**src/design/mah_pkg.sv**
```systemverilog
// Constants, types and field layout for the address, hash and PHY block
//
// Contract
// RQ1 - Low station address register holds address bits 31:0, host read/write.
// RQ2 - At power-on, load low address from programmed configuration memory.
// RQ3 - Memory locations 0x01..0x04 fill low address bytes 7:0 up to 31:24.
// RQ4 - Wire order: low bytes 7:0 first through 31:24, then high bytes.
// RQ5 - Host writes to low address take effect only after the load completes.
// RQ6 - Leftmost written address byte is most significant and goes first.
// RQ7 - Six-bit hash index: top bit picks half, five bits pick the bit.
// RQ8 - Index 00000 selects low bit 0; 11111 selects high bit 31.
// RQ9 - Multicast accepted when selected hash bit is one, else rejected.
// RQ10 - Pass-all-multicast bit accepts every multicast frame.
// RQ11 - High hash holds bits 63:32, low 31:0; both read/write, reset zero.
// RQ12 - Access register bits 15-11 carry PHY address; internal PHY is 00001b.
// RQ13 - Access register bits 10-6 select the register inside the PHY.
// RQ14 - Access bit 1 set writes data register to PHY; clear reads into it.
// RQ15 - Software sets busy bit 0; device clears it when the access completes.
// RQ16 - Host polls busy low before writing access or data registers.
// RQ17 - Host keeps data register unchanged during a PHY write.
// RQ18 - On a read, returned value lands in data register before busy clears.
// RQ19 - Data register bits 15-0 hold the PHY value; upper bits reserved.
// RQ20 - Management cycle goes out as a clause 22 serial frame on MDC/MDIO.
// RQ21 - Reserved access and data bits read zero and ignore writes.
package mah_pkg;

  // Register indices, byte address is four times the index
  localparam int IDX_STATION_ADDR_LOW = 3;
  localparam int IDX_GROUP_HASH_HIGH = 4;
  localparam int IDX_GROUP_HASH_LOW = 5;
  localparam int IDX_PHY_MGMT_ACCESS = 6;
  localparam int IDX_PHY_MGMT_DATA = 7;
  localparam int IDX_FILTER_CTRL = 16;
  localparam logic [11:0] OFS_STATION_ADDR_LOW = 12'(4 * IDX_STATION_ADDR_LOW);
  localparam logic [11:0] OFS_GROUP_HASH_HIGH = 12'(4 * IDX_GROUP_HASH_HIGH);
  localparam logic [11:0] OFS_GROUP_HASH_LOW = 12'(4 * IDX_GROUP_HASH_LOW);
  localparam logic [11:0] OFS_PHY_MGMT_ACCESS = 12'(4 * IDX_PHY_MGMT_ACCESS);
  localparam logic [11:0] OFS_PHY_MGMT_DATA = 12'(4 * IDX_PHY_MGMT_DATA);
  localparam logic [11:0] OFS_FILTER_CTRL = 12'(4 * IDX_FILTER_CTRL);

  // Reset values
  localparam logic [31:0] RST_STATION_ADDR_LOW = 32'h0FFF_FFFF;
  localparam logic [31:0] RST_GROUP_HASH = 32'h0000_0000;
  localparam logic [31:0] RST_PHY_MGMT = 32'h0000_0000;

  // Field positions
  localparam int ACC_PHY_ADDR_MSB = 15;
  localparam int ACC_PHY_ADDR_LSB = 11;
  localparam int ACC_REG_IDX_MSB = 10;
  localparam int ACC_REG_IDX_LSB = 6;
  localparam int ACC_WRITE_BIT = 1;
  localparam int ACC_BUSY_BIT = 0;
  localparam int DATA_MSB = 15;
  localparam int FCTL_PASS_ALL_BIT = 0;
  localparam int FCTL_LOAD_DONE_BIT = 1;

  // Configuration memory locations of the low address bytes
  localparam logic [7:0] CFG_ADDR_FIRST = 8'h01;
  localparam logic [7:0] CFG_ADDR_LAST = 8'h04;

  // Management clock timing at the 100 MHz core clock
  localparam int CLK_PERIOD_NS = 10;
  localparam int MDC_HALF_MIN_NS = 200;
  localparam int MDC_HALF_CYC =
    (MDC_HALF_MIN_NS + CLK_PERIOD_NS - 1) / CLK_PERIOD_NS;

  // Clause 22 frame layout, bit 0 is the first bit on the wire
  localparam int MDIO_FRAME_BITS = 64;
  localparam int MDIO_TA_BIT = 46;
  localparam int MDIO_DATA_BIT = 48;
  localparam logic [31:0] MDIO_PREAMBLE = 32'hFFFF_FFFF;
  localparam logic [1:0] MDIO_START = 2'h1;
  localparam logic [1:0] MDIO_OP_WRITE = 2'h1;
  localparam logic [1:0] MDIO_OP_READ = 2'h2;
  localparam logic [1:0] MDIO_TA_WRITE = 2'h2;

  // Management command handed to the serial engine
  typedef struct packed {
    logic write;
    logic [4:0] phyAddr;
    logic [4:0] regIdx;
    logic [15:0] data;
  } mah_mgmt_cmd_t;

  // Destination address offered to the group filter
  typedef struct packed {
    logic valid;
    logic [47:0] destAddr;
  } mah_filt_req_t;

  // Group filter verdict
  typedef struct packed {
    logic done;
    logic multicast;
    logic accept;
    logic [5:0] index;
  } mah_filt_rsp_t;

endpackage

```
**src/design/mah_mdio_engine.sv**
```systemverilog
// Clause 22 serial management frame generator
`timescale 1ns/1ps
module mah_mdio_engine #(
  parameter int HALF_CYC = mah_pkg::MDC_HALF_CYC
) (
  // Clock and reset
  input wire logic clk,
  input wire logic reset,
  // Command side
  input wire logic start,
  input mah_pkg::mah_mgmt_cmd_t cmd,
  output logic done,
  output logic [15:0] rdData,
  // Management pins
  output logic mdc,
  input wire logic mdioIn,
  output logic mdioOut,
  output logic mdioOe
);
  import mah_pkg::*;

  logic active_q;
  logic [7:0] divCnt_q;
  logic [5:0] bitCnt_q;
  logic [MDIO_FRAME_BITS-1:0] shift_q;
  logic [MDIO_FRAME_BITS-1:0] frame;
  logic [5:0] nextBit;

  // Whole frame built up front, first wire bit at the top
  assign frame = {MDIO_PREAMBLE, MDIO_START,
                  cmd.write ? MDIO_OP_WRITE : MDIO_OP_READ,
                  cmd.phyAddr, cmd.regIdx,
                  cmd.write ? MDIO_TA_WRITE : 2'h0, cmd.data};
  assign nextBit = bitCnt_q + 6'h1;

  // Drive on MDC fall, sample on MDC rise
  always_ff @(posedge clk or posedge reset) begin
    if (reset) begin
      active_q <= 1'b0;
      divCnt_q <= 8'h00;
      bitCnt_q <= 6'h00;
      shift_q <= '0;
      mdc <= 1'b0;
      mdioOut <= 1'b0;
      mdioOe <= 1'b0;
      done <= 1'b0;
      rdData <= 16'h0000;
    end else begin
      done <= 1'b0;
      if (!active_q) begin
        if (start) begin // RQ20
          active_q <= 1'b1;
          divCnt_q <= 8'h00;
          bitCnt_q <= 6'h00;
          shift_q <= frame;
          mdc <= 1'b0;
          mdioOut <= frame[MDIO_FRAME_BITS-1];
          mdioOe <= 1'b1;
        end
      end else if (divCnt_q == 8'(HALF_CYC - 1)) begin
        divCnt_q <= 8'h00;
        if (!mdc) begin
          mdc <= 1'b1;
          // Read data shifts in MSB first
          if (bitCnt_q >= 6'(MDIO_DATA_BIT)) begin
            rdData <= {rdData[14:0], mdioIn};
          end
        end else begin
          mdc <= 1'b0;
          if (bitCnt_q == 6'(MDIO_FRAME_BITS - 1)) begin
            active_q <= 1'b0;
            mdioOe <= 1'b0;
            done <= 1'b1;
          end else begin
            bitCnt_q <= nextBit;
            shift_q <= {shift_q[MDIO_FRAME_BITS-2:0], 1'b0};
            mdioOut <= shift_q[MDIO_FRAME_BITS-2];
            // PHY owns the line from turnaround on a read
            mdioOe <= cmd.write | (nextBit < 6'(MDIO_TA_BIT));
          end
        end
      end else begin
        divCnt_q <= divCnt_q + 8'h01;
      end
    end
  end

endmodule

```
**src/design/mah_hash_filter.sv**
```systemverilog
// Group address hash lookup against the 64-bit table
`timescale 1ns/1ps
module mah_hash_filter (
  // Clock and reset
  input wire logic clk,
  input wire logic reset,
  // Lookup request and table
  input mah_pkg::mah_filt_req_t req,
  input wire logic [63:0] hashTable,
  input wire logic passAll,
  // Verdict
  output mah_pkg::mah_filt_rsp_t rsp
);
  import mah_pkg::*;

  logic [5:0] index;
  logic hit;

  // CRC-32 over the address in wire order, index from its top bits
  function automatic logic [5:0] hash_index(input logic [47:0] da);
    logic [31:0] crc;
    crc = 32'hFFFF_FFFF;
    for (int b = 0; b < 6; b++) begin
      for (int i = 0; i < 8; i++) begin
        // First byte on the wire is the leftmost, LSB first
        crc = {crc[30:0], 1'b0} ^
              ({32{crc[31] ^ da[40 - 8 * b + i]}} & 32'h04C1_1DB7);
      end
    end
    return crc[31:26];
  endfunction

  assign index = hash_index(req.destAddr); // RQ7
  assign hit = hashTable[index]; // RQ8

  // Verdict registered one cycle after the request
  always_ff @(posedge clk or posedge reset) begin
    if (reset) begin
      rsp <= '0;
    end else begin
      rsp.done <= req.valid;
      rsp.multicast <= req.destAddr[40];
      rsp.accept <= req.destAddr[40] & (passAll | hit); // RQ9 RQ10
      rsp.index <= index;
    end
  end

endmodule

```
**src/design/mah_regs_top.sv**
```systemverilog
// Station address, group hash and PHY management registers on APB
`timescale 1ns/1ps
module mah_regs_top (
  // Clock and reset
  input wire logic clk,
  input wire logic reset,
  // APB slave
  input wire logic psel,
  input wire logic penable,
  input wire logic pwrite,
  input wire logic [11:0] paddr,
  input wire logic [31:0] pwdata,
  input wire logic [3:0] pstrb,
  output logic [31:0] prdata,
  output logic pready,
  output logic pslverr,
  // Configuration memory controller
  input wire logic cfgPresent,
  output logic cfgReq,
  output logic [7:0] cfgAddr,
  input wire logic cfgAck,
  input wire logic [7:0] cfgData,
  // Group address filter
  input mah_pkg::mah_filt_req_t filtReq,
  output mah_pkg::mah_filt_rsp_t filtRsp,
  // Management pins
  output logic mdc,
  input wire logic mdioIn,
  output logic mdioOut,
  output logic mdioOe
);
  import mah_pkg::*;

  typedef enum logic [1:0] {
    LD_CHECK,
    LD_FETCH,
    LD_WAIT,
    LD_DONE
  } mah_load_state_t;

  // Register state
  logic [31:0] stationAddrLow_q;
  logic [31:0] groupHashHigh_q;
  logic [31:0] groupHashLow_q;
  logic [4:0] phyAddr_q;
  logic [4:0] phyRegIndex_q;
  logic phyWriteSelect_q;
  logic phyAccessBusy_q;
  logic [15:0] phyData_q;
  logic acceptAllGroup_q;

  // Bus and engine handshake
  logic accessPhase;
  logic wrEn;
  logic [31:0] wrMask;
  logic [31:0] rdMux;
  logic decErr;
  logic selAddrLow;
  logic selHashHigh;
  logic selHashLow;
  logic selAccess;
  logic selData;
  logic selFctl;
  logic mgmtStart_q;
  logic mgmtDone;
  logic [15:0] mgmtRdData;
  mah_mgmt_cmd_t mgmtCmd;

  // Power-on load state
  mah_load_state_t loadState_q;
  logic loadDone;
  logic loadByte;
  logic [1:0] loadLane;

  // Byte strobes widened to a bit mask
  function automatic logic [31:0] strobe_mask(input logic [3:0] s);
    logic [31:0] m;
    m = 32'h0000_0000;
    for (int i = 0; i < 4; i++) begin
      m[8 * i +: 8] = {8{s[i]}};
    end
    return m;
  endfunction

  // Address decode
  assign selAddrLow = (paddr == OFS_STATION_ADDR_LOW);
  assign selHashHigh = (paddr == OFS_GROUP_HASH_HIGH);
  assign selHashLow = (paddr == OFS_GROUP_HASH_LOW);
  assign selAccess = (paddr == OFS_PHY_MGMT_ACCESS);
  assign selData = (paddr == OFS_PHY_MGMT_DATA);
  assign selFctl = (paddr == OFS_FILTER_CTRL);
  assign decErr = ~(selAddrLow | selHashHigh | selHashLow |
                    selAccess | selData | selFctl);

  // A write lands only at the edge where pready is seen high
  assign accessPhase = psel & penable;
  assign wrEn = accessPhase & pready & pwrite & ~decErr;
  assign wrMask = strobe_mask(pstrb);

  // One wait state on every transfer
  always_ff @(posedge clk or posedge reset) begin
    if (reset) begin
      pready <= 1'b0;
    end else begin
      pready <= accessPhase & ~pready;
    end
  end

  // Error flag for unmapped addresses, with the answer
  always_ff @(posedge clk or posedge reset) begin
    if (reset) begin
      pslverr <= 1'b0;
    end else begin
      pslverr <= accessPhase & ~pready & decErr;
    end
  end

  // Read multiplexer, reserved bits as zero
  always_comb begin
    rdMux = 32'h0000_0000;
    unique case (1'b1)
      selAddrLow: rdMux = stationAddrLow_q; // RQ1
      selHashHigh: rdMux = groupHashHigh_q; // RQ11
      selHashLow: rdMux = groupHashLow_q; // RQ11
      selAccess: begin
        rdMux[ACC_PHY_ADDR_MSB:ACC_PHY_ADDR_LSB] = phyAddr_q; // RQ12
        rdMux[ACC_REG_IDX_MSB:ACC_REG_IDX_LSB] = phyRegIndex_q; // RQ13
        rdMux[ACC_WRITE_BIT] = phyWriteSelect_q; // RQ14
        rdMux[ACC_BUSY_BIT] = phyAccessBusy_q; // RQ15 RQ21
      end
      selData: rdMux[DATA_MSB:0] = phyData_q; // RQ19 RQ21
      selFctl: begin
        rdMux[FCTL_PASS_ALL_BIT] = acceptAllGroup_q;
        rdMux[FCTL_LOAD_DONE_BIT] = loadDone;
      end
      default: rdMux = 32'h0000_0000;
    endcase
  end

  // Read data captured as the answer is raised
  always_ff @(posedge clk or posedge reset) begin
    if (reset) begin
      prdata <= 32'h0000_0000;
    end else if (accessPhase & ~pready & ~pwrite) begin
      prdata <= rdMux;
    end
  end

  // Power-on load sequencing
  assign loadDone = (loadState_q == LD_DONE);
  assign loadByte = (loadState_q == LD_WAIT) & cfgAck;
  assign loadLane = 2'(cfgAddr - CFG_ADDR_FIRST);

  // Walk locations 0x01..0x04 once, or skip if memory is blank
  always_ff @(posedge clk or posedge reset) begin
    if (reset) begin
      loadState_q <= LD_CHECK;
    end else begin
      unique case (loadState_q)
        LD_CHECK: begin
          loadState_q <= cfgPresent ? LD_FETCH : LD_DONE; // RQ2
        end
        LD_FETCH: begin
          loadState_q <= LD_WAIT;
        end
        LD_WAIT: begin
          if (cfgAck) begin
            loadState_q <= (cfgAddr == CFG_ADDR_LAST) ? LD_DONE : LD_FETCH;
          end
        end
        LD_DONE: begin
          loadState_q <= LD_DONE;
        end
      endcase
    end
  end

  // Request held until the controller acknowledges the byte
  always_ff @(posedge clk or posedge reset) begin
    if (reset) begin
      cfgReq <= 1'b0;
    end else if (loadState_q == LD_FETCH) begin
      cfgReq <= 1'b1;
    end else if (loadByte) begin
      cfgReq <= 1'b0;
    end
  end

  // Memory location steps from the first to the last address byte
  always_ff @(posedge clk or posedge reset) begin
    if (reset) begin
      cfgAddr <= CFG_ADDR_FIRST;
    end else if (loadByte && cfgAddr != CFG_ADDR_LAST) begin
      cfgAddr <= cfgAddr + 8'h01; // RQ3
    end
  end

  // Station address lanes, loaded byte or host strobe per lane
  for (genvar g = 0; g < 4; g++) begin : gAddrLane
    always_ff @(posedge clk or posedge reset) begin
      if (reset) begin
        stationAddrLow_q[8 * g +: 8] <= RST_STATION_ADDR_LOW[8 * g +: 8];
      end else if (loadByte && loadLane == 2'(g)) begin
        // Lane 0 is the first byte on the wire
        stationAddrLow_q[8 * g +: 8] <= cfgData; // RQ3 RQ4 RQ6
      end else if (wrEn && selAddrLow && pstrb[g] && loadDone) begin
        // Host writes before load completion are dropped
        stationAddrLow_q[8 * g +: 8] <= pwdata[8 * g +: 8]; // RQ1 RQ5
      end
    end
  end

  // Hash table halves
  always_ff @(posedge clk or posedge reset) begin
    if (reset) begin
      groupHashHigh_q <= RST_GROUP_HASH;
    end else if (wrEn && selHashHigh) begin
      groupHashHigh_q <= (groupHashHigh_q & ~wrMask) | // RQ11
                         (pwdata & wrMask);
    end
  end

  always_ff @(posedge clk or posedge reset) begin
    if (reset) begin
      groupHashLow_q <= RST_GROUP_HASH;
    end else if (wrEn && selHashLow) begin
      groupHashLow_q <= (groupHashLow_q & ~wrMask) | // RQ11
                        (pwdata & wrMask);
    end
  end

  // Filter control, pass-all-multicast in bit 0
  always_ff @(posedge clk or posedge reset) begin
    if (reset) begin
      acceptAllGroup_q <= 1'b0;
    end else if (wrEn && selFctl && pstrb[0]) begin
      acceptAllGroup_q <= pwdata[FCTL_PASS_ALL_BIT]; // RQ10
    end
  end

  // Access fields frozen while busy so the frame stays consistent
  always_ff @(posedge clk or posedge reset) begin
    if (reset) begin
      phyAddr_q <= RST_PHY_MGMT[ACC_PHY_ADDR_MSB:ACC_PHY_ADDR_LSB];
      phyRegIndex_q <= RST_PHY_MGMT[ACC_REG_IDX_MSB:ACC_REG_IDX_LSB];
      phyWriteSelect_q <= RST_PHY_MGMT[ACC_WRITE_BIT];
    end else if (wrEn && selAccess && !phyAccessBusy_q) begin
      if (pstrb[1]) begin
        phyAddr_q <= pwdata[ACC_PHY_ADDR_MSB:ACC_PHY_ADDR_LSB]; // RQ12
      end
      if (pstrb[0] && pstrb[1]) begin
        phyRegIndex_q <= pwdata[ACC_REG_IDX_MSB:ACC_REG_IDX_LSB]; // RQ13
      end
      if (pstrb[0]) begin
        phyWriteSelect_q <= pwdata[ACC_WRITE_BIT]; // RQ14
      end
    end
  end

  // Busy set by software, cleared by the engine when the frame ends
  always_ff @(posedge clk or posedge reset) begin
    if (reset) begin
      phyAccessBusy_q <= RST_PHY_MGMT[ACC_BUSY_BIT];
    end else if (mgmtDone) begin
      phyAccessBusy_q <= 1'b0; // RQ15
    end else if (wrEn && selAccess && pstrb[0] && !phyAccessBusy_q) begin
      phyAccessBusy_q <= pwdata[ACC_BUSY_BIT]; // RQ15 RQ16
    end
  end

  // Start pulse raised at the same edge as busy, one cycle wide
  always_ff @(posedge clk or posedge reset) begin
    if (reset) begin
      mgmtStart_q <= 1'b0;
    end else begin
      mgmtStart_q <= wrEn & selAccess & pstrb[0] & ~phyAccessBusy_q &
                     pwdata[ACC_BUSY_BIT];
    end
  end

  // Data register, read result lands as busy clears
  always_ff @(posedge clk or posedge reset) begin
    if (reset) begin
      phyData_q <= RST_PHY_MGMT[DATA_MSB:0];
    end else if (mgmtDone && !phyWriteSelect_q) begin
      phyData_q <= mgmtRdData; // RQ18
    end else if (wrEn && selData && !phyAccessBusy_q) begin
      // Protected while busy so a write frame sends stable data
      if (pstrb[0]) begin
        phyData_q[7:0] <= pwdata[7:0]; // RQ17 RQ19
      end
      if (pstrb[1]) begin
        phyData_q[15:8] <= pwdata[15:8]; // RQ19
      end
    end
  end

  // Command to the serial engine, fields stable while busy
  assign mgmtCmd = '{write: phyWriteSelect_q,
                     phyAddr: phyAddr_q,
                     regIdx: phyRegIndex_q,
                     data: phyData_q};

  // Serial management engine
  mah_mdio_engine #(
    .HALF_CYC(MDC_HALF_CYC)
  ) uMdio (
    .clk(clk),
    .reset(reset),
    .start(mgmtStart_q),
    .cmd(mgmtCmd),
    .done(mgmtDone),
    .rdData(mgmtRdData),
    .mdc(mdc),
    .mdioIn(mdioIn),
    .mdioOut(mdioOut),
    .mdioOe(mdioOe)
  );

  // Group filter lookup against both hash halves
  mah_hash_filter uHash (
    .clk(clk),
    .reset(reset),
    .req(filtReq),
    .hashTable({groupHashHigh_q, groupHashLow_q}),
    .passAll(acceptAllGroup_q),
    .rsp(filtRsp)
  );

endmodule

```
**config.mk**
```make
export PLATFORM = sky130hd
export DESIGN_NAME = mah_regs_top
export DESIGN_NICKNAME = d
export VERILOG_FILES = /design/src/design/mah_pkg.sv /design/src/design/mah_mdio_engine.sv /design/src/design/mah_hash_filter.sv /design/src/design/mah_regs_top.sv
export SDC_FILE = /design/constraint.sdc
export NUM_CORES = 1
export LEC_CHECK = 0
export ABC_CLOCK_PERIOD_IN_PS = 12800
export BUFFER_PORTS_ARGS = -buffer_cell sky130_fd_sc_hd__buf_4
export CAP_MARGIN = 20
export CORE_ASPECT_RATIO = 1.2
export CORE_MARGIN = 2
export CORE_UTILIZATION = 60
export CTS_CLUSTER_DIAMETER = 40
export DETAILED_ROUTE_END_ITERATION = 8
export MAX_ROUTING_LAYER = met4
export PLACE_DENSITY_LB_ADDON = 0.08
export SKIP_CTS_REPAIR_TIMING = 1
export SYNTH_ARGS = -nofsm -noshare
export SYNTH_HDL_FRONTEND = slang
export SYNTH_HIERARCHICAL = 1
export SYNTH_SLANG_ARGS = --single-unit
```
**constraint.sdc**
```tcl
create_clock -name clk -period 12.8 [get_ports clk]
set_input_delay 1.92 -clock clk [delete_from_list [all_inputs] [get_ports clk]]
set_output_delay 1.92 -clock clk [all_outputs]
set_load 0.02 [all_outputs]
```
==> summary.md <==
| Metric | Value |
|---|---|
| DR WL/cell | 23.0 um |
| Final hold vios | 0 |
| Largest net degree at the start of global routing | 103 |
| Starting density of the core | 60.5% |
| Achievable Freq | 156 MHz |
| Die area | 28,500 um^2 |
| IO buf count | 167 |
| Reg2reg setup slack | 9.69 ns |
| Critical Path RT | 13.20 ns |
| Unrepaired setup endpoints after global routing | false |
| CTS Sinks | 278 |
| Via count | 12,697 |
| Dpl cells | 1,902 |
| DRT iter0 DRCs | 1,011 |
| Syn. warnings | 6 |
| Seq/Total Area, Yosys | 42.9% |
| Minimum clock period | 6.39 ns |
| Clk buf depth | 3 |
| Area of the multi-input gates | 8770 um^2 |
| Total grt overflow | 0 |
| H-tree depth | 2 |
| CORE AREA | 26,900 um^2 |
| Hold Startpoint | prdata[9] |
| Area leader, netlist | dfrtp_1 |
| TritonRoute pass-1 iters | 7 |
| DRC | 0 |
| Top post-synthesis cells by area | dfrtp_1 38%, mux2_2 6.7%, xnor2_1 6.0%, o21ai_0 5.4%, dfstp_2 4.7% |
| ANT cells | 0 |
| WHS | 0.482 ns |
| Critical Setup Path Class | in -> reg |
| DRT met1 WL | 18.5 mm |
| Final slew viol count | 0 |
| Fillers | 2,017 |
| Final HPWL DP | 30.8 mm |
| Synth top cells by count | 249 x dfrtp_1, 175 x o21ai_0, 111 x xnor2_1, 97 x mux2_2, 76 x clkbuf_1 |
| Metal2 WL | 21.6 mm |
| Die height | 185 um |
| Count leader, synth | dfrtp_1 |
| Syn nets | 1,603 |
| Routed wire length | 45.5 mm |
| Setup Total Neg Slack | 0 ns |
| EDFF count, synth | 0 |
| Clk Latency, worst-skew pair | 0.55 ns |
| Startpoint Class | input port |
| Avg Inst Size Synth | 11.0 um^2 |
| CTS buffer count | 39 |
| Hold/Removal Path Class | reg -> reg |
| Max Fanout on Critical Path | 22 |
| Final Non-Filler Cells | 1,974 |
| Post-route ant nets | 0 |
| Share of cells above drive strength 1 | 27.0% |
| Site row count | 66 |
| Final Cycle Share | 49.9% |
| Met3 wire len | 3.49 mm |
| Reg2Reg Capture Point | uMdio/shift_q[36] |
| DR top layer | met4 |
| Worst slew pin tran | 1.15 ns |
| Netlist cell types | 87 |
| CTS tree | done |
| Root buf cell | clkbuf_16 |
| Hold depth | 2 |
| # nets final | 1,724 |
| WP data arrival | 6.79 ns |
| First-pass GRT wire length | 71.4 mm |
| Max-cap violation count | 0 |
| Max_slew headroom | 23.1% |
| Cells after synthesis | 1,483 |
| Seq. cell area | 6990 um^2 |
| Synth top area share | 38.2% |
| Initial antenna violation count | 0 |
| # setup viols final | 0 |
| Gr usage total | 33.1% |
| Status | finished clean |
| Worst Hold Endpoint | prdata[9] |
| Clk slew on worst S/H paths | 0.06 ns |
| IO Pins | 168 |
| Synth Register Bits | 278 |
| Reg-to-Reg Start | uMdio/active_q |
| Area Growth Syn to Fin | 16.5% |
| Clk_skew | 0.0385 ns |
| Worst setup EP type | flip-flop |
| Die Wd | 154 um |
| Final GP Congestion | 0.916 |
| Vias in the first global route | 12,797 |
| Via density | 6.43 |
| Asr flop ratio synth | 100% |
| Main synth FF type | dfrtp_1 |
| Worst-case reg-to-reg path depth | 6 |
| Synthesized area | 16,300 um^2 |
[critical path: stages]
cell,delay (ns)
buf_4,0.17
xnor3_2,0.51
xnor2_4,0.35
xnor2_4,0.23
xnor3_2,0.50
xor2_1,0.27
xnor3_2,0.50
xnor2_2,0.19
xnor2_4,0.77
mux4_1,0.42
mux2i_1,0.08
mux2_2,0.28
a22o_1,0.22
a2111oi_2,0.35
[layer usage]
metal / up-vias / track usage [%]
met4: 0 / 13.0
met2: 578 / 52.5
met5: - / -
met3: 139 / 5.27
li1: 5643 / -
met1: 6337 / 43.1
[cell usage in the layout (no fill, tap or decap), types with 6 or more instances in the layout]
| cell type | netlist | layout |
|---|---|---|
| a21oi_1 | 12 | 12 |
| a22o_1 | 8 | 8 |
| a22oi_1 | 19 | 19 |
| a31oi_1 | 54 | 53 |
| buf_4 | 4 | 181 |
| clkbuf_16 | 0 | 40 |
| dfrtp_1 | 249 | 248 |
| dfstp_2 | 29 | 29 |
| ha_1 | 7 | 7 |
| inv_1 | 31 | 29 |
| inv_6 | 0 | 11 |
| mux2_2 | 97 | 97 |
| mux2_4 | 10 | 10 |
| mux2i_1 | 47 | 47 |
| mux4_1 | 7 | 7 |
| mux4_2 | 6 | 6 |
| nand2_1 | 75 | 75 |
| nand3_1 | 50 | 50 |
| nand4_1 | 30 | 30 |
| nor2_1 | 63 | 61 |
| nor2b_1 | 38 | 38 |
| nor3_1 | 13 | 11 |
| nor3_4 | 5 | 6 |
| o21ai_0 | 175 | 175 |
| o221ai_1 | 16 | 16 |
| o31ai_1 | 23 | 23 |
| xnor2_1 | 111 | 111 |
| xnor2_2 | 9 | 8 |
| xnor3_1 | 32 | 32 |
| xor2_1 | 44 | 44 |
| xor3_1 | 6 | 6 |
[kinds of logic (layout without fill, tap and decap cells)]
family	after synthesis	in the layout	share of synthesized area, %
AND/OR/NAND/NOR	338	338	11.4
buffers and inverters	134	285	3.67
multiplexers	169	169	12.6
XOR/XNOR	210	210	15.7
AO/OA/AOI/OAI	347	347	13.2
adder cells (fa/ha/maj)	7	7	0.537
flip-flops	278	278	42.9
[final cells by class]
type / instances / area share (%)
Multi-Input combinational cell: 1071 / 46.2
Sequential cell: 278 / 36.8
Timing Repair Buffer: 182 / 7.21
Clock buffer: 46 / 5.55
Tap cell: 340 / 2.24
Clock inverter: 25 / 1.30
Inverter: 32 / 0.672
[per-stage QoR]
stage               worst slack, ns  cell area [um^2]  util, %
floorplan                      6.30             16300        -
global placement               6.07             17700     65.7
detailed placement             5.93             17700     65.7
CTS                            6.42             19000     70.5
global route                   6.23             19000     70.5
finish                         6.41             19000     70.5
[worst max-delay path by stage]
| stage | from | end | depth (start not counted) |
|---|---|---|---|
| final | filtReq[41] | uHash/rsp[6] | 14 |
| after global routing | filtReq[41] | uHash/rsp[6] | 14 |
| after CTS | filtReq[41] | uHash/rsp[6] | 14 |
| after detailed placement | filtReq[41] | uHash/rsp[6] | 14 |
| after global placement | filtReq[41] | uHash/rsp[6] | 14 |
| after floorplan | reset | asynchronous set/reset pin | 1 |
Power is left out: the tool's default activity adds up to more than one toggle a clock period on the data nets, which glitch-free logic cannot reach.
